## src/logic/acfg_params.svh

```systemverilog
// named constants for the global configuration register bank
// assumes inclusion by bare name from the package and the modules
`ifndef ACFG_PARAMS_SVH
`define ACFG_PARAMS_SVH

// register indexes; byte address is four times the index
`define ACFG_IDX_RATE      6'h01
`define ACFG_IDX_TEST      6'h02
`define ACFG_IDX_BIAS      6'h03
`define ACFG_IDX_IRQ_STAT  6'h10
`define ACFG_IDX_IRQ_CLR   6'h11
`define ACFG_IDX_IRQ_EN    6'h12

// reset values
`define ACFG_RST_RATE      8'h96
`define ACFG_RST_TEST      8'hc0
`define ACFG_RST_BIAS      8'h60

// field positions, rate/clock/mode register
`define ACFG_B_READBACK    6
`define ACFG_B_CLK_EN      5
`define ACFG_F_RATE_HI     2
// field positions, test signal register
`define ACFG_B_TEST_INT    4
`define ACFG_B_TEST_AMP    2
`define ACFG_F_FREQ_HI     1
// field positions, reference/bias register
`define ACFG_B_REFBUF      7
`define ACFG_B_BIAS_ROUTE  4
`define ACFG_B_BIAS_REFINT 3
`define ACFG_B_BIAS_BUF    2
`define ACFG_B_BIAS_SENSE  1
`define ACFG_B_BIAS_STAT   0

// codes and timing
`define ACFG_MUX_BIAS      3'h2
`define ACFG_RATE_RSVD     3'h7
`define ACFG_FREQ_RSVD     2'h2
`define ACFG_RATE_LOG2     6
`define ACFG_TEST_LOG2     21
`define ACFG_IRQ_W         3
`define ACFG_EV_LEADOFF    0
`define ACFG_EV_SAMPLE     1
`define ACFG_EV_BADCODE    2

`endif

```

## src/logic/acfg_pkg.sv

```systemverilog
// types shared by the configuration bank and its rate generator
// assumes acfg_params.svh is on the include path
`default_nettype none
`include "acfg_params.svh"

package acfg_pkg;

  // test signal frequency codes
  typedef enum logic [1:0]
  {
    ACFG_FREQ_SLOW = 2'h0,
    ACFG_FREQ_FAST = 2'h1,
    ACFG_FREQ_RSVD = 2'h2,
    ACFG_FREQ_DC   = 2'h3
  } acfg_freq_t;

  typedef logic [2:0] acfg_rate_t;
  typedef logic [7:0] acfg_byte_t;

endpackage : acfg_pkg

`default_nettype wire

```

## src/logic/acfg_if.sv

```systemverilog
// carrier between the register bank and the rate generator
// assumes both ends share clk_i
`timescale 1ns/1ps
`default_nettype none

interface acfg_if;
  import acfg_pkg::*;
  acfg_rate_t rate_code;
  acfg_freq_t freq_code;
  logic       sample_tick;
  logic       test_wave;

  modport ctl (output rate_code, output freq_code,
               input sample_tick, input test_wave);
  modport gen (input rate_code, input freq_code,
               output sample_tick, output test_wave);
endinterface : acfg_if

`default_nettype wire

```

## src/logic/acfg_rate_gen.sv

```systemverilog
// modulator rate divider, output rate ticks and test waveform
// assumes one clock, synchronous active-high reset
`timescale 1ns/1ps
`default_nettype none
`include "acfg_params.svh"

module acfg_rate_gen
  import acfg_pkg::*;
#(
  parameter int unsigned RATE_LOG2 = `ACFG_RATE_LOG2,
  parameter int unsigned TEST_LOG2 = `ACFG_TEST_LOG2
)(
  input  wire logic clk_i,
  input  wire logic rst_i,
  acfg_if.gen       cfg
);

  localparam int unsigned CW = RATE_LOG2 + 7;

  logic          mod_en_r;
  logic [CW-1:0] rate_cnt_r;
  logic [CW-1:0] rate_lim;
  logic [TEST_LOG2-1:0] test_cnt_r;
  logic          tick_r;
  logic          wave_r;

  // -----------------------------------------------------------------
  // modulator enable and rate ticks
  // -----------------------------------------------------------------
  // last count of one output period, in modulator steps
  assign rate_lim = CW'((CW'(1) << (RATE_LOG2 + cfg.rate_code)) - 1);

  // modulator steps at half the clock
  always_ff @(posedge clk_i)
  begin
    if (rst_i)
      mod_en_r <= 1'b0;
    else
      mod_en_r <= ~mod_en_r;
  end

  // reserved rate code yields no ticks at all, safer than guessing
  always_ff @(posedge clk_i)
  begin
    if (rst_i)
    begin
      rate_cnt_r <= '0;
      tick_r     <= 1'b0;
    end
    else
    begin
      tick_r <= 1'b0;
      if (cfg.rate_code == `ACFG_RATE_RSVD)
        rate_cnt_r <= '0;
      else if (mod_en_r)
      begin
        if (rate_cnt_r >= rate_lim)
        begin
          rate_cnt_r <= '0;
          tick_r     <= 1'b1;
        end
        else
          rate_cnt_r <= CW'(rate_cnt_r + 1'b1);
      end
    end
  end

  // -----------------------------------------------------------------
  // test waveform
  // -----------------------------------------------------------------
  // free counter; top bit has period of 2^TEST_LOG2 clocks
  always_ff @(posedge clk_i)
  begin
    if (rst_i)
    begin
      test_cnt_r <= '0;
      wave_r     <= 1'b0;
    end
    else
    begin
      test_cnt_r <= TEST_LOG2'(test_cnt_r + 1'b1);
      case (cfg.freq_code)
        ACFG_FREQ_SLOW: wave_r <= test_cnt_r[TEST_LOG2-1];
        ACFG_FREQ_FAST: wave_r <= test_cnt_r[TEST_LOG2-2];
        ACFG_FREQ_DC:   wave_r <= 1'b1;
        default:        wave_r <= 1'b0;
      endcase
    end
  end

  assign cfg.sample_tick = tick_r;
  assign cfg.test_wave   = wave_r;

endmodule : acfg_rate_gen

`default_nettype wire

```

## src/logic/acfg_regs.sv

```systemverilog
// global configuration register bank of a multichannel converter
// assumes a classic wishbone master, one clock, synchronous reset
//
// Contract
// - rate register at 0x01, resets 0x96
// - bit6 picks daisy-chain or multiple readback
// - bit5 drives oscillator out when pin high
// - rate divides half clock by 64..4096
// - test register at 0x02, resets 0xC0
// - bit4 picks internal or external test source
// - bit2 sets test amplitude one or two
// - bits1:0 set test pulse rate or dc
// - reference/bias register at 0x03, resets 0x60
// - bit7 powers reference buffer
// - bit4 routes bias to mux-010 channels
// - bit3 picks internal or external bias reference
// - bit2 powers bias buffer
// - bit1 enables bias sense
// - bit0 read-only lead-off status, reset 0
//
// Local design decision: the Wishbone interface to the registers.
`timescale 1ns/1ps
`default_nettype none
`include "acfg_params.svh"

module acfg_regs
  import acfg_pkg::*;
#(
  parameter int unsigned NCH       = 8,
  parameter int unsigned ADR_W     = 8,
  parameter int unsigned RATE_LOG2 = `ACFG_RATE_LOG2,
  parameter int unsigned TEST_LOG2 = `ACFG_TEST_LOG2
)(
  input  wire logic             clk_i,
  input  wire logic             rst_i,
  // wishbone slave
  input  wire logic             wb_cyc_i,
  input  wire logic             wb_stb_i,
  input  wire logic             wb_we_i,
  input  wire logic [ADR_W-1:0] wb_adr_i,
  input  wire logic [3:0]       wb_sel_i,
  input  wire logic [31:0]      wb_dat_i,
  output logic      [31:0]      wb_dat_o,
  output logic                  wb_ack_o,
  // device pins and analog-side status
  input  wire logic             clock_source_pin_i,
  input  wire logic             bias_lead_off_i,
  input  wire logic [NCH*3-1:0] chan_mux_i,
  // configuration outputs
  output logic                  multi_readback_o,
  output logic                  osc_clk_out_en_o,
  output logic                  sample_tick_o,
  output logic                  test_internal_o,
  output logic                  test_amplitude_select_o,
  output logic                  test_wave_o,
  output logic                  refbuf_on_o,
  output logic      [NCH-1:0]   bias_sampling_route_o,
  output logic                  bias_ref_internal_o,
  output logic                  bias_buffer_on_o,
  output logic                  bias_sense_enable_o,
  output logic                  irq_o
);

  localparam int unsigned IW = ADR_W - 2;

  // -----------------------------------------------------------------
  // register map, byte addresses
  // -----------------------------------------------------------------
  // 0x04  rate, clock output and readout mode, read/write
  // 0x08  test signal source, amplitude and frequency, read/write
  // 0x0c  reference and bias controls, bit 0 read-only status
  // 0x40  interrupt status, read-only, sticky
  // 0x44  interrupt clear, write ones to clear, reads zero
  // 0x48  interrupt enable, same layout as the status word
  // event bits: 0 bias lead-off, 1 output sample, 2 forbidden code
  // every access is answered one cycle after it is seen, so the
  // master never waits longer; unmapped words read zero and drop
  // writes, which keeps a stray pointer harmless
  // only the low byte lane carries data; the upper lanes read zero

  // -----------------------------------------------------------------
  // declarations
  // -----------------------------------------------------------------
  acfg_byte_t          rate_cfg_r;
  acfg_byte_t          test_cfg_r;
  acfg_byte_t          bias_cfg_r;
  logic                bias_stat_r;
  logic                ack_r;
  logic [31:0]         dat_r;
  logic [IW-1:0]       idx;
  logic                req;
  logic                wr_commit;
  logic                lane0;
  logic [`ACFG_IRQ_W-1:0] irq_stat_r;
  logic [`ACFG_IRQ_W-1:0] irq_en_r;
  logic [`ACFG_IRQ_W-1:0] irq_ev;
  logic [`ACFG_IRQ_W-1:0] irq_clr;
  logic                bad_code_wr;
  logic                osc_en_r;
  logic [NCH-1:0]      route_r;
  acfg_byte_t          rd_byte;

  acfg_if cfg_bus ();

  // -----------------------------------------------------------------
  // bus decode
  // -----------------------------------------------------------------
  // word index from the byte address; the two low bits are ignored
  assign idx   = wb_adr_i[ADR_W-1:2];
  assign req   = wb_cyc_i & wb_stb_i;
  assign lane0 = wb_sel_i[0];

  // writes land on the edge at which the master sees ack high
  assign wr_commit = req & wb_we_i & ack_r & lane0;

  // ack one cycle after the request, dropped the cycle after;
  // a master that holds its request longer sees ack toggle, so
  // it must release at the first ack as classic cycles require
  always_ff @(posedge clk_i)
  begin
    if (rst_i)
      ack_r <= 1'b0;
    else
      ack_r <= req & ~ack_r;
  end

  assign wb_ack_o = ack_r;

  // -----------------------------------------------------------------
  // rate, clock and readout mode register
  // -----------------------------------------------------------------
  // all eight bits are stored as written; reserved fields rely on
  // software writing their fixed values
  always_ff @(posedge clk_i)
  begin
    if (rst_i)
      rate_cfg_r <= `ACFG_RST_RATE;
    else if (wr_commit && idx == `ACFG_IDX_RATE)
      rate_cfg_r <= wb_dat_i[7:0];
  end

  // -----------------------------------------------------------------
  // test signal register
  // -----------------------------------------------------------------
  always_ff @(posedge clk_i)
  begin
    if (rst_i)
      test_cfg_r <= `ACFG_RST_TEST;
    else if (wr_commit && idx == `ACFG_IDX_TEST)
      test_cfg_r <= wb_dat_i[7:0];
  end

  // -----------------------------------------------------------------
  // reference and bias register
  // -----------------------------------------------------------------
  // bit 0 is never written; its storage is the status flop below
  always_ff @(posedge clk_i)
  begin
    if (rst_i)
      bias_cfg_r <= `ACFG_RST_BIAS;
    else if (wr_commit && idx == `ACFG_IDX_BIAS)
    begin
      bias_cfg_r[7:1] <= wb_dat_i[7:1];
      bias_cfg_r[0]   <= 1'b0;
    end
  end

  // lead-off status follows the sense comparator, not software;
  // one flop of delay, which also gives the edge detector its
  // previous value
  always_ff @(posedge clk_i)
  begin
    if (rst_i)
      bias_stat_r <= 1'b0;
    else
      bias_stat_r <= bias_lead_off_i;
  end

  // -----------------------------------------------------------------
  // interrupt enable register
  // -----------------------------------------------------------------
  // enables only mask the output; status keeps collecting events
  always_ff @(posedge clk_i)
  begin
    if (rst_i)
      irq_en_r <= '0;
    else if (wr_commit && idx == `ACFG_IDX_IRQ_EN)
      irq_en_r <= wb_dat_i[`ACFG_IRQ_W-1:0];
  end

  // -----------------------------------------------------------------
  // events and sticky status
  // -----------------------------------------------------------------
  // a write that stores a forbidden rate or frequency code is flagged
  // so software learns of it; the value is still stored
  assign bad_code_wr = wr_commit &&
    ((idx == `ACFG_IDX_RATE &&
      wb_dat_i[`ACFG_F_RATE_HI:0] == `ACFG_RATE_RSVD) ||
     (idx == `ACFG_IDX_TEST &&
      wb_dat_i[`ACFG_F_FREQ_HI:0] == `ACFG_FREQ_RSVD));

  // lead-off raises on the disconnect edge only
  always_comb
  begin
    irq_ev = '0;
    irq_ev[`ACFG_EV_LEADOFF] = bias_lead_off_i & ~bias_stat_r;
    irq_ev[`ACFG_EV_SAMPLE]  = cfg_bus.sample_tick;
    irq_ev[`ACFG_EV_BADCODE] = bad_code_wr;
  end

  // write-one-to-clear strobe
  assign irq_clr = (wr_commit && idx == `ACFG_IDX_IRQ_CLR) ?
                   wb_dat_i[`ACFG_IRQ_W-1:0] : '0;

  // an event in the clearing cycle survives: set beats clear
  always_ff @(posedge clk_i)
  begin
    if (rst_i)
      irq_stat_r <= '0;
    else
      irq_stat_r <= (irq_stat_r & ~irq_clr) | irq_ev;
  end

  assign irq_o = |(irq_stat_r & irq_en_r);

  // -----------------------------------------------------------------
  // read path
  // -----------------------------------------------------------------
  // unmapped words and the clear register read as zero; the
  // status bit is read live so software never sees a stale copy
  always_comb
  begin
    rd_byte = '0;
    case (idx)
      `ACFG_IDX_RATE: rd_byte = rate_cfg_r;
      `ACFG_IDX_TEST: rd_byte = test_cfg_r;
      `ACFG_IDX_BIAS: rd_byte = {bias_cfg_r[7:1], bias_stat_r};
      `ACFG_IDX_IRQ_STAT: rd_byte = acfg_byte_t'(irq_stat_r);
      `ACFG_IDX_IRQ_EN:   rd_byte = acfg_byte_t'(irq_en_r);
      default:        rd_byte = '0;
    endcase
  end

  // read data is captured with the ack and held until the next one
  always_ff @(posedge clk_i)
  begin
    if (rst_i)
      dat_r <= '0;
    else if (req && !ack_r)
      dat_r <= {24'h00_0000, rd_byte};
  end

  assign wb_dat_o = dat_r;

  // -----------------------------------------------------------------
  // rate generator
  // -----------------------------------------------------------------
  assign cfg_bus.rate_code = rate_cfg_r[`ACFG_F_RATE_HI:0];
  assign cfg_bus.freq_code =
    acfg_freq_t'(test_cfg_r[`ACFG_F_FREQ_HI:0]);

  // the generator sees only the two codes and owns all counters,
  // so this bank stays a plain register file; a code change takes
  // effect at once, and the first period after it may be short
  acfg_rate_gen #(
    .RATE_LOG2 (RATE_LOG2),
    .TEST_LOG2 (TEST_LOG2)
  ) u_rate_gen (
    .clk_i (clk_i),
    .rst_i (rst_i),
    .cfg   (cfg_bus.gen)
  );

  assign sample_tick_o = cfg_bus.sample_tick;
  // test waveform stays low while the source is external
  assign test_wave_o   = cfg_bus.test_wave &
                         test_cfg_r[`ACFG_B_TEST_INT];

  // -----------------------------------------------------------------
  // clock output enable
  // -----------------------------------------------------------------
  // with the pin low the clock pin is an input, so never drive it
  always_ff @(posedge clk_i)
  begin
    if (rst_i)
      osc_en_r <= 1'b0;
    else
      osc_en_r <= clock_source_pin_i &
                  rate_cfg_r[`ACFG_B_CLK_EN];
  end

  assign osc_clk_out_en_o = osc_en_r;

  // -----------------------------------------------------------------
  // bias measurement routing, one switch per channel
  // -----------------------------------------------------------------
  genvar ch;
  generate
    for (ch = 0; ch < NCH; ch++)
    begin : g_route
      always_ff @(posedge clk_i)
      begin
        if (rst_i)
          route_r[ch] <= 1'b0;
        else
          route_r[ch] <= bias_cfg_r[`ACFG_B_BIAS_ROUTE] &&
            (chan_mux_i[ch*3 +: 3] == `ACFG_MUX_BIAS);
      end
    end
  endgenerate

  assign bias_sampling_route_o = route_r;

  // -----------------------------------------------------------------
  // configuration fields to the analog side
  // -----------------------------------------------------------------
  // 0 selects daisy chain, 1 multiple readback
  assign multi_readback_o =
    rate_cfg_r[`ACFG_B_READBACK];
  assign test_internal_o =
    test_cfg_r[`ACFG_B_TEST_INT];
  // 0 gives one unit of ref span/2400, 1 gives two
  assign test_amplitude_select_o =
    test_cfg_r[`ACFG_B_TEST_AMP];
  assign refbuf_on_o =
    bias_cfg_r[`ACFG_B_REFBUF];
  assign bias_ref_internal_o =
    bias_cfg_r[`ACFG_B_BIAS_REFINT];
  assign bias_buffer_on_o =
    bias_cfg_r[`ACFG_B_BIAS_BUF];
  assign bias_sense_enable_o =
    bias_cfg_r[`ACFG_B_BIAS_SENSE];

endmodule : acfg_regs

`default_nettype wire

```

## config.mk

```make
export PLATFORM = sky130hd
export DESIGN_NAME = acfg_regs
export DESIGN_NICKNAME = d
export VERILOG_FILES = /design/src/logic/acfg_pkg.sv /design/src/logic/acfg_if.sv /design/src/logic/acfg_rate_gen.sv /design/src/logic/acfg_regs.sv
export VERILOG_INCLUDE_DIRS = /design/src /design/src/logic
export SDC_FILE = /design/constraint.sdc
export NUM_CORES = 1
export LEC_CHECK = 0
export ABC_AREA = 1
export ABC_CLOCK_PERIOD_IN_PS = 2900
export BUFFER_PORTS_ARGS = -buffer_cell sky130_fd_sc_hd__clkbuf_2
export CAP_MARGIN = 20
export CORE_ASPECT_RATIO = 0.75
export CORE_UTILIZATION = 30
export CTS_CLUSTER_DIAMETER = 100
export DETAILED_ROUTE_END_ITERATION = 8
export SLEW_MARGIN = 30
export SYNTH_ARGS = -nofsm -noshare
export SYNTH_HDL_FRONTEND = slang
export SYNTH_HIERARCHICAL = 1
export SYNTH_SLANG_ARGS = --single-unit
export TNS_END_PERCENT = 30
```

## constraint.sdc

```tcl
create_clock -name clk_i -period 2.9 [get_ports clk_i]
set_clock_uncertainty 0.2 [all_clocks]
set_input_delay 0.58 -clock clk_i [delete_from_list [all_inputs] [get_ports clk_i]]
set_output_delay 0.58 -clock clk_i [all_outputs]
set_load 0.02 [all_outputs]
```

== After elaboration in Yosys (flattened, before gate mapping) ==
Cells that the tools add are included.
Storage, ports and cells
  register bits: 85
  bits in latches: 0
  RAM bits: 0
  memory bits (read-only): 0
  input port bits: 75
  word-level logic and storage cells: 90
  memories kept: 0
Cells by class
  add/subtract/negate cells: 4
  multipliers: 0
  divide/modulo/power cells: 0
  $lt $le $gt $ge: 1
  eq/ne operators: 19
  shift operators: 1
  muxes and demuxes: 5
  bitwise logic cells: 15
  reductions and logical operators: 23
Operators by type and width (count)
  case mux 8 bit (5 select lines): 1
  << shifter 1 x 32 -> 13 bit, first input constant: 1
  equality test 3 x 2 -> 1 bit, second input constant: 8
  adder 21 x 1 -> 21 bit, second input constant: 1
  equality test 6 x 5 -> 1 bit, second input constant: 3
  logical AND 1 bit: 17
  adder 13 x 1 -> 13 bit, second input constant: 1
  >= comparator 13 bit: 1
  two-way mux 13 bit: 1
  subtractor 13 x 2 -> 13 bit, second input constant: 1
  equality test 6 x 2 -> 1 bit, second input constant: 2
  bitwise AND 1 bit: 8
  bitwise AND 3 bit: 2
  equality test 3 bit, second input constant: 2
  equality test 6 x 1 -> 1 bit, second input constant: 1
  OR reduction 3 bit: 2
  adder 3 x 3 -> 4 bit, first input constant: 1
  equality test 2 bit, second input constant: 2
  two-way mux 3 bit: 1
  inverter 1 bit: 3
  inverter 3 bit: 1
  OR 3 bit: 1
  case mux 1 bit (3 select lines): 1
  equality test 2 x 1 -> 1 bit, second input constant: 1
  other kinds (5): 5

== Logic depth before layout (Yosys ltp) ==
Gate-level depths: netlist (run 1).
  depth in word-level cells: 9
  mapped depth: 21
  mapped depth without buffers: 20

== By module ==
The synthesis (run 1) kept the hierarchy.
Modules (own cells, without submodules)
  acfg_regs: instances 1, cells each 304, area each 2274.7 um^2
  acfg_rate_gen: instances 1, cells each 328, area each 2250.9 um^2

== Worst setup path after synthesis (run 1) ==
No wires, ideal clock.
  path type: flip-flop to flip-flop
  start: register rate_cfg_r[1]
  end: register u_rate_gen.rate_cnt_r[6]
  library setup time: 0.117 ns
  data arrival time: 2.785 ns
  data required time: 2.583 ns
  setup slack: -0.202 ns
  cell stages (with the launch flop): 21
  path buffers: 1
  path through: dfxtp_1 inv_2 ha_1 nand2_1 inv_1 nand3_1 ha_1 nor2_1 nor2_1 a21oi_1 o21ai_0 ha_1 nand2_1 nor2_1 a21boi_0 nor2_1 nand2_1 nand2_2 nand2_4 buf_6 nor2_1
Between the ends
  longest elaborated chain between the ends: 5
RTL lines
  start: declaration: line acfg_regs.sv:84  | acfg_byte_t rate_cfg_r;
  start signal: assignment: line acfg_regs.sv:137  | rate_cfg_r <= `ACFG_RST_RATE;
  start signal: assignment: line acfg_regs.sv:139  | rate_cfg_r <= wb_dat_i[7:0];
  adder 3 x 3 -> 4 bit: line acfg_rate_gen.sv:31  | assign rate_lim = CW'((CW'(1) << (RATE_LOG2 + cfg.rate_code)) - 1);
  << shifter 1 x 32 -> 13 bit: line acfg_rate_gen.sv:31
  subtractor 13 x 2 -> 13 bit: line acfg_rate_gen.sv:31
  >= comparator 13 bit: line acfg_rate_gen.sv:57  | if (rate_cnt_r >= rate_lim)
  two-way mux 13 bit: line acfg_rate_gen.sv:57
  end signal: assignment: line acfg_rate_gen.sv:63  | rate_cnt_r <= CW'(rate_cnt_r + 1'b1);
  end: declaration: line acfg_rate_gen.sv:21  | logic [CW-1:0] rate_cnt_r;
Several ways; a longest one is shown, not always the timed one.
A chain may end at the register's enable or synchronous reset.

== Worst setup path in the final report (run 1) ==
  start: register rate_cfg_r[1]
  end: register u_rate_gen.rate_cnt_r[12]
Same word-level chain as after synthesis.

==> qor.yml, run 1 <==
run_status: "finished clean"
die_h_um: 108
ys_warn_count: 6
grt_pass1_wl_um: 18000
h-tree-depth: 3
cts_made_buffers: 9
syn_area_per_cell_um2: 7.16
dp_cells: 911
synthAdderAreaFrac: 0.0525
startpoint_type: "flip-flop"
synth-simple-area-share: 0.338
place_congestion: 0.835
synth-xor-area-share: 0.0310
grt_usage: 0.148
rows: 38
clockRootBuffer: "clkbuf_16"
vias: 4172
crit_start: "rate_cfg_r[1]"
synth_top_family_by_area: "simple AND/OR/NAND/NOR gates"
first_pass_iters: 5
timing.hold.ws_ps: 191
cts_tree: "done"
p_leak_nw: 2.51
fin_crit_ps: 2820
syn_area_um2: 4530
path_max_fanout: 7
die_x_um: 144
wl_per_cell_um: 11.8
place_hpwl_um: 8200
start_util: 0.310
drc: 0
drive_gt1_frac: 0.221
synth_cells: 632
power.total_mw: 2.64
io_pins: 127
place.port_buffers: 73
fin_cells: 929
antenna_found_initial: 0
drtAntennaViolNets: 0
path_class: "reg2reg"
syn_to_final_growth_pct: 23.6
antennaDiodeCount: 0
max-cap-violations: 0
ys_seq_area_frac: 0.376
slew_viol_final: 0
crit_arrival_ps: 2890
cts_max_path_buffers: 2
synth_seq_cells: 85
critPathRequiredTime_ps: 2980
synthMuxAreaShare: 0
clock-sinks: 85
clk_latency_ps: 340
coreArea_um2: 14600
synth_compound_area_frac: 0.0918
drt_wl_total_um: 11000
place_ws_ps: -82.9
finalHoldViolations: 0
min_path_type: "in2reg"
grt_max_degree: 38
finalSetupViolations: 0
die_area_um2: 15600
ir_worst_vdd_mv: 0.289
worst_slack_ps: 83.0
ctsHoldBuffers: 0
rsz0062_at_grt: "yes"
final_nets: 819
fin_crit_sh: 0.971
viasPerCell: 4.49
worstSetupEndpointType: "flip-flop"
grt_pass1_vias: 3632
powerDensity_nw_per_um2: 472
ys_types: 41
min_from: "chan_mux_i[20]"
overflow: 0
fmax_mhz: 355
rr_startpoint: "rate_cfg_r[1]"
dr.first_iter.drc_count: 234
final_util: 0.383
clkTransAtPathRegs_ps: 60
==> critical path, cell delays in order, from the launching register on <==
cell	delay [ps]
dfxtp_4	350
inv_4	40
ha_4	270
nand2_4	50
inv_4	80
nand3_4	70
ha_4	180
nor2_1	90
nor2_1	60
a21oi_1	120
o21ai_1	90
ha_1	310
nand2_1	90
a21oi_2	60
nor2_2	100
nand2_1	70
nor2_2	120
nand2_2	70
nand2_4	130
nand2_8	100
nor2_1	110
==> repair_timing <==
action,CTS,global route
gates resized for setup,6,22
cloned,1,0
endpoints found under the setup margin,14,14
hold endpoints to repair,0,0
pin swaps,4,14
setup buffers,0,2
==> metal layers <==
metal  wire, µm  share of wire  global-route usage
met1       5860           0.53               0.222
met3        762          0.070              0.0434
met4         72         0.0066              0.0365
met5          0              0                   0
met2       4260           0.39               0.200
==> cell type report <==
cell class,instances,area (µm²)
Multi-Input combinational cell,471,2530
Clock buffer,12,258
Tap cell,200,250
Fill cell,1538,9000
Sequential cell,85,1710
Inverter,66,268
Clock inverter,3,67.6
Timing Repair Buffer,92,508
==> cells by family after synthesis <==
logic type	Yosys count
other cells	1
flops	85
buf+inv	100
fa+ha+maj	19
simple gates	336
xor+xnor	16
compound gates	75
==> power by group <==
part,switching (mW),leakage [nW],internal [mW],total [mW]
Clock,0.467,0.154,0.803,1.27
Sequential,0.0130,0.687,1.18,1.19
Combinational,0.122,1.67,0.0536,0.175
==> placed cells by master (no fill, tap or decap), types with 6 or more instances in the layout <==
cell type	synthesis	layout
nor2_2	7	12
inv_1	56	54
nor4_1	8	8
xor2_1	9	9
xnor2_1	7	7
clkbuf_16	0	10
nor3_1	9	9
clkbuf_2	0	73
dfxtp_1	85	83
nand3_1	40	39
nor2_1	96	89
nand2_4	4	6
a21oi_1	32	31
ha_1	19	16
nand4_1	15	15
buf_4	24	19
conb_1	1	24
o21ai_0	26	24
nand2_1	139	137
o21ai_1	6	8
nor2_4	7	9
==> metrics by stage <==
step / setup TNS (ps) / instance area [µm²]
6_report: 0 / 5590
3_5_place_dp: -925 / 5140
4_1_cts: 0 / 5500
5_1_grt: -2540 / 5590
2_1_floorplan: 0 / 4630
3_3_place_gp: -868 / 5140
==> final timing paths <==
path                                     to  slack, ps  cells past startpoint
setup / recovery  u_rate_gen/rate_cnt_r[12]         80                     20
hold / removal     bias_sampling_route_o[6]        190                      2
setup reg to reg  u_rate_gen/rate_cnt_r[12]         80                     20
hold reg to reg            osc_clk_out_en_o        250                      2
==> sequential cells by signal, indices dropped and copies added (netlist names), 3 cells and up <==
signal                 count
u_rate_gen/test_cnt_r     21
irq_stat_r                 3
test_cfg_r                 8
bias_sampling_route_o      8
u_rate_gen/rate_cnt_r     13
wb_dat_o                   8
irq_en_r                   3
bias_cfg_r                 7
rate_cfg_r                 8
==> cell usage after synthesis <==
master	number	area (µm²)
nor3_2	2	20.0
inv_1	56	210
xor2_1	9	78.8
o211ai_2	2	25.0
a21boi_0	1	7.51
nor2_1	96	360
a21oi_1	32	160
clkinv_4	2	17.5
inv_2	4	15.0
nor3_1	9	45.0
a211oi_1	1	7.51
o31ai_1	1	7.51
nand2_1	139	522
o21ai_1	6	30.0
xnor2_1	7	61.3
buf_6	2	22.5
o21ai_0	26	130
clkinv_1	3	11.3
nor2_2	7	43.8
o21bai_1	1	7.51
and3_1	1	6.26
o21a_1	2	15.0
ha_1	19	238
nand2_4	4	45.0
nor4_1	8	50.1
o21ai_2	1	8.76
conb_1	1	3.75
nand3_1	40	200
a21oi_2	1	8.76
nand3b_1	2	15.0
or2_2	1	6.26
nand2_2	4	25.0
nor2_4	7	78.8
buf_2	2	10.0
a21o_1	1	7.51
nand4_1	15	93.8
clkbuf_1	6	22.5
dfxtp_1	85	1700
nor2_8	1	20.0
buf_4	24	180
inv_4	1	6.26
Power figures use the tool's default switching activity.
==> inputs of run 2 (changes only) <==
ABC_AREA = default   (was 1)
CORE_MARGIN = 2   (was default)
==> qor.yml, run 2 <==
ys_types: 56  # was 41
drive_gt1_frac: 0.295  # was 0.221
drc: 0  # unchanged
synth_cells: 478  # was 632
worst_slack_ps: -261  # was 83.0 ps
antennaDiodeCount: 0  # unchanged
ctsHoldBuffers: 0  # unchanged
cts_max_path_buffers: 2  # unchanged
synth_seq_cells: 85  # unchanged
vias: 3757  # was 4172
wl_per_cell_um: 13.7  # was 11.8 µm
final_common_cell: "dfxtp_1"  # was nand2_1
synthFlopType: "dfxtp_1"  # unchanged
h-tree-depth: 3  # unchanged
min_path_type: "in2reg"  # unchanged
start_util: 0.304  # was 0.310
finalHoldViolations: 0  # unchanged
regMostFlops: "u_rate_gen/test_cnt_r"  # unchanged
final_nets: 668  # was 819
path_class: "reg2reg"  # unchanged
final_cell_mix: "dfxtp_1 (83), clkbuf_2 (73), nor2_1 (55), buf_4 (30), mux2i_1 (25)"  # was nand2_1 (137), nor2_1 (89), dfxtp_1 (83), clkbuf_2 (73), inv_1 (54)
drt_wl_total_um: 10700  # was 11000 µm
fmax_mhz: 316  # was 355 MHz
place_hpwl_um: 7660  # was 8200 µm
clkTransAtPathRegs_ps: 70  # was 60 ps
fin_crit_sh: 1.09  # was 0.971
synthArstFlopShare: 0  # unchanged
reg.largest.list: "u_rate_gen/test_cnt_r: 21 flops, u_rate_gen/rate_cnt_r: 13 flops"  # unchanged
ys_warn_count: 6  # unchanged
die_area_um2: 15500  # was 15600 µm²
powerDensity_nw_per_um2: 472  # about the same
critPathRequiredTime_ps: 2930  # was 2980 ps
die_x_um: 143  # was 144 µm
final_area_um2: 5540  # was 5590 µm²
cp-endpoint: "u_rate_gen/cfg.sample_tick"  # was u_rate_gen/rate_cnt_r[12]
ir_worst_vdd_mv: 0.288  # was 0.289 mV
synth.top_cell.area_share: 0.391  # was 0.376
place.port_buffers: 73  # unchanged
antenna_found_initial: 0  # unchanged
overflow: 0  # unchanged
clock-sinks: 85  # unchanged
viasPerCell: 4.82  # was 4.49
coreArea_um2: 14300  # was 14600 µm²
final_util: 0.387  # was 0.383
clk_latency_ps: 340  # about the same
fin_cells: 779  # was 929
p_leak_nw: 2.36  # was 2.51 nW
cts_tree: "done"  # unchanged
grt_pass1_vias: 3588  # was 3632
crit_arrival_ps: 3190  # was 2890 ps
rows: 38  # unchanged
worstSetupEndpointType: "flip-flop"  # unchanged
rr_startpoint: "rate_cfg_r[1]"  # unchanged
drtAntennaViolNets: 0  # unchanged
power.total_mw: 2.61  # was 2.64 mW
ys_seq_area_frac: 0.391  # was 0.376
cts_made_buffers: 9  # unchanged
synth.area.top_cells: "dfxtp_1 (39%), mux2i_1 (5.8%), ha_1 (5.5%)"  # was dfxtp_1 (38%), nand2_1 (12%), nor2_1 (8.0%)
first_pass_iters: 5  # unchanged
synth.top_cells.by_count: "dfxtp_1 (85), nor2_1 (55), nor3_1 (31)"  # was nand2_1 (139), nor2_1 (96), dfxtp_1 (85)
nFillCells: 1399  # was 1538
finalSetupViolations: 14  # was 0
grt_max_degree: 36  # was 38
yosysMostFrequentCell: "dfxtp_1"  # was nand2_1
syn_area_per_cell_um2: 9.09  # was 7.16 µm²
rsz0062_at_grt: "yes"  # unchanged
reg2reg_slack_ps: -260  # was 80 ps
dp_cells: 750  # was 911
placement.cell_area_um2: 5070  # was 5140 µm²
dr.first_iter.drc_count: 239  # was 234
io_pins: 127  # unchanged
syn_area_um2: 4350  # was 4530 µm²
reg2reg_depth: 14  # was 20
largest_reg_flops: 21  # unchanged
grt_usage: 0.141  # was 0.148
grt_pass1_wl_um: 17500  # was 18000 µm
violations: "negative setup slack"
synth_edf_count: 0  # unchanged
crit_start: "rate_cfg_r[1]"  # unchanged
slew_viol_final: 0  # unchanged
die_h_um: 108  # about the same
max-cap-violations: 0  # unchanged
synth_top_area_cell: "dfxtp_1"  # unchanged
reg2reg_to: "u_rate_gen/cfg.sample_tick"  # was u_rate_gen/rate_cnt_r[12]
clockRootBuffer: "clkbuf_16"  # unchanged
syn_to_final_growth_pct: 27.5  # was 23.6%
fin_crit_ps: 3160  # was 2820 ps
path_max_fanout: 3  # was 7
run_status: "finished with violations"  # was finished clean
place_congestion: 0.843  # was 0.835
startpoint_type: "flip-flop"  # unchanged
timing.hold.ws_ps: 193  # was 191 ps
run 2: cell types whose count changed in the layout (fill, tap and decap cells not counted), sizes merged, moves of 17 or more:
| cell | previous run | this run |
|---|---|---|
| o21ai | 33 | 7 |
| nor2 | 111 | 55 |
| nand3 | 40 | 11 |
| nand2 | 148 | 18 |
| inv | 61 | 14 |
| buf | 19 | 36 |
| mux2i | 0 | 25 |
| nor3 | 11 | 31 |
run 2: per-layer routing:
| metal | track usage | vias up | share of wire |
|---|---|---|---|
| met5 | 0 | - | 0 |
| li1 | - | 1858 | - |
| met4 | 0.0424 | 0 | 0.011 |
| met2 | 0.228 | 90 | 0.47 |
| met1 | 0.187 | 1797 | 0.47 |
| met3 | 0.0345 | 12 | 0.048 |
run 2: through the flow:
stage / worst slack (ps) / TNS, ps
after floorplan: -364 / -4860
after global placement: -239 / -2590
after detailed placement: -256 / -3510
after CTS: -270 / -3440
after global routing: -391 / -5340
final: -261 / -3430
run 2: report_power, final:
part           leakage (nW)  total (mW)  internal, mW  switching (mW)
sequential            0.687        1.21          1.19          0.0275
combinational          1.52       0.210        0.0861           0.124
clock                 0.148        1.19         0.680           0.510
run 2: worst min path at each step:
stage | from | end | depth (start not counted)
after global placement | wb_dat_o[5] | wb_dat_o[5] | 1
after global routing | chan_mux_i[21] | bias_sampling_route_o[7] | 2
final | chan_mux_i[21] | bias_sampling_route_o[7] | 2
after detailed placement | wb_dat_o[5] | wb_dat_o[5] | 1
after floorplan | bias_cfg_r[5] | bias_cfg_r[5] | 2
after CTS | chan_mux_i[11] | bias_sampling_route_o[3] | 2
run 2: area by class of cell:
| cell class | count | area [µm²] | area share |
|---|---|---|---|
| Inverter | 11 | 46.3 | 0.00836 |
| Clock buffer | 9 | 225 | 0.0407 |
| Timing Repair Buffer | 109 | 692 | 0.125 |
| Multi-Input combinational cell | 358 | 2540 | 0.458 |
| Tap cell | 200 | 250 | 0.0452 |
| Clock inverter | 7 | 80.1 | 0.0145 |
| Sequential cell | 85 | 1710 | 0.308 |
run 2: worst max-delay path: stages, from the launching register on:
cell and delay (ps):
dfxtp_4 370, inv_6 40, ha_4 260, nand4b_1 130, ha_2 230, nor2_1 120
nor2_1 60, xor2_1 130, nand2b_1 80, ha_1 300, a21o_1 200, a221o_1 320
o31a_1 300, buf_4 150, o21a_1 170
run 2: what timing repair did:
action                                  CTS  global route
endpoints found under the hold margin     0             0
pin swaps                                 9             8
cloned                                    1             0
setup buffers                            11             1
endpoints found under the setup margin   14            14
gates resized for setup                   6             7
run 2: cell families (layout without fill, tap and decap cells):
kind of cell    count (synthesis)  in the layout  synth area share
buf+inv                        58            136            0.0717
mux                            35             35            0.0835
compound gates                 73             73             0.113
simple gates                  181            181             0.232
xor+xnor                       26             26            0.0524
flops                          85             85             0.391
fa+ha+maj                      19             19            0.0547
other cells                     1             24          0.000863
==> inputs of run 3 (changes only) <==
PLACE_DENSITY_LB_ADDON = 0.25   (was default)
==> qor.yml, run 3 (synthesized netlist as in run 2, its figures left out) <==
cp-endpoint: "u_rate_gen/rate_cnt_r[10]"  # was u_rate_gen/cfg.sample_tick
reg2reg_slack_ps: -280  # was -260 ps
tightest_slew_ps: 667
fin_crit_sh: 1.10  # was 1.09
grt_max_degree: 36  # unchanged
die_h_um: 108  # unchanged
multi_input_area_um2: 2570  # was 2540 µm²
crit_start: "rate_cfg_r[1]"  # unchanged
run_status: "finished with violations"  # unchanged
final_cell_mix: "dfxtp_1 (83), clkbuf_2 (73), nor2_1 (54), buf_4 (31), mux2i_1 (25)"  # was dfxtp_1 (83), clkbuf_2 (73), nor2_1 (55), buf_4 (30), mux2i_1 (25)
antenna_found_initial: 0  # unchanged
ir_worst_vdd_mv: 0.238  # was 0.288 mV
max-cap-violations: 0  # unchanged
fin_crit_ps: 3180  # was 3160 ps
largest_reg_flops: 21  # unchanged
cp_slowest_stage_delay_ps: 360  # was 370 ps
first_pass_iters: 4  # was 5
die_x_um: 143  # unchanged
cts_tree: "done"  # unchanged
grt_usage: 0.142  # was 0.141
start_util: 0.304  # unchanged
seq_area_um2: 1710  # unchanged
critical_path.slowest_cell: "dfxtp_4"  # unchanged
io_pins: 127  # unchanged
place.port_buffers: 73  # unchanged
overflow: 0  # unchanged
reg2reg_depth: 15  # was 14
vias: 3707  # was 3757
wl_per_cell_um: 13.8  # was 13.7 µm
regMostFlops: "u_rate_gen/test_cnt_r"  # unchanged
nFillCells: 1447  # was 1399
final_nets: 669  # was 668
dr.first_iter.drc_count: 174  # was 239
die_area_um2: 15500  # unchanged
final_common_cell: "dfxtp_1"  # unchanged
antennaDiodeCount: 0  # unchanged
worstSetupEndpointType: "flip-flop"  # unchanged
relSlewSlack: 0.553
coreArea_um2: 14300  # unchanged
grt_pass1_wl_um: 17300  # was 17500 µm
drc: 0  # unchanged
finalSetupViolations: 14  # unchanged
p_leak_nw: 2.35  # was 2.36 nW
min_path_type: "in2reg"  # unchanged
reg.largest.list: "u_rate_gen/test_cnt_r: 21 flops, u_rate_gen/rate_cnt_r: 13 flops"  # unchanged
min_from: "chan_mux_i[21]"  # unchanged
crit_chain: "inv_6, ha_4, nand4b_1, ha_2, buf_6, nor3b_4, a21oi_2, nor3_2, a21oi_2, ha_1, nand3_2, o31a_1, a31oi_4, buf_12, nor3_2"  # was inv_6, ha_4, nand4b_1, ha_2, nor2_1, nor2_1, xor2_1, nand2b_1, ha_1, a21o_1, a221o_1, o31a_1, buf_4, o21a_1
drt_wl_total_um: 10800  # was 10700 µm
reg2reg_to: "u_rate_gen/rate_cnt_r[10]"  # was u_rate_gen/cfg.sample_tick
drive_gt1_frac: 0.303  # was 0.295
crit_arrival_ps: 3210  # was 3190 ps
finalHoldViolations: 0  # unchanged
viasPerCell: 4.75  # was 4.82
final_util: 0.387  # about the same
rows: 38  # unchanged
violations: "negative setup slack"  # unchanged
powerDensity_nw_per_um2: 467  # was 472 nW/µm²
place_hpwl_um: 7830  # was 7660 µm
fin_tns_setup_ps: -3820  # was -3430 ps
startpoint_type: "flip-flop"  # unchanged
h-tree-depth: 3  # unchanged
rsz0062_at_grt: "yes"  # unchanged
clk_latency_ps: 350  # was 340 ps
cts_max_path_buffers: 2  # unchanged
drtAntennaViolNets: 0  # unchanged
clockRootBuffer: "clkbuf_16"  # unchanged
path_class: "reg2reg"  # unchanged
syn_to_final_growth_pct: 27.5  # about the same
clock-sinks: 85  # unchanged
slew_viol_final: 0  # unchanged
fmax_mhz: 314  # was 316 MHz
path_max_fanout: 13  # was 3
place_congestion: 0.789  # was 0.843
worst_slack_ps: -280  # was -261 ps
rr_startpoint: "rate_cfg_r[1]"  # unchanged
grt_pass1_vias: 3512  # was 3588
cts_made_buffers: 9  # unchanged
critPathRequiredTime_ps: 2930  # about the same
clkTransAtPathRegs_ps: 70  # about the same
-- run 3: cell types whose count changed in the layout (fill, tap and decap cells not counted), sizes merged --
cell / change
inv: -2
clkinv: +1
clkinvlp: +1
buf: +1
-- run 3: cell type report --
class / count / share of cell area
Clock buffer: 9 / 0.0406
Clock inverter: 7 / 0.0135
Inverter: 11 / 0.00835
Multi-Input combinational cell: 358 / 0.463
Sequential cell: 85 / 0.308
Tap cell: 200 / 0.0451
Timing Repair Buffer: 110 / 0.122
-- run 3: through the flow --
stage	area (µm²)	cells	hold WS [ps]	setup slack, ps	power, mW
floorplan	4580	501	239	-364	1.39
global placement	5090	754	247	-276	1.43
detailed placement	5090	754	252	-294	1.44
CTS	5500	780	174	-259	2.62
global route	5540	780	177	-417	2.69
finish	5540	780	187	-280	2.59
-- run 3: per-layer routing --
layer	wire, µm	track usage	up-vias
met2	4580	0.211	91
met3	482	0.0399	5
li1	-	-	1863
met4	84	0.0354	0
met1	5600	0.202	1748
met5	0	0	-
-- run 3: how the worst min path moves through the flow --
stage	endpoint	slack, ps	depth (start not counted)
floorplan	bias_cfg_r[5]	240	2
global placement	wb_dat_o[5]	250	1
detailed placement	wb_dat_o[5]	250	1
CTS	bias_sampling_route_o[7]	170	2
global route	bias_sampling_route_o[2]	180	2
finish	bias_sampling_route_o[7]	190	2
-- run 3: what timing repair did --
| action | in CTS | in global routing |
|---|---|---|
| pin swaps | 13 | 4 |
| setup buffers | 10 | 0 |
| hold buffers | 0 | 0 |
| endpoints found under the setup margin | 14 | 14 |
| endpoints found under the hold margin | 0 | 0 |
| resized for setup | 9 | 9 |
-- run 3: power by group --
group | internal (mW) | switching (mW) | leakage [nW]
sequential | 1.19 | 0.0284 | 0.687
combinational | 0.0802 | 0.123 | 1.52
clock | 0.671 | 0.497 | 0.143
total | 1.94 | 0.648 | 2.35
-- run 3: critical path, delay by kind of cell, from the launching register on --
family,cells,cell delay (ps)
AO/OA/AOI/OAI,4,620
adder cells (fa/ha/maj),3,830
buffers and inverters,3,370
flip-flops,1,360
AND/OR/NAND/NOR,5,670
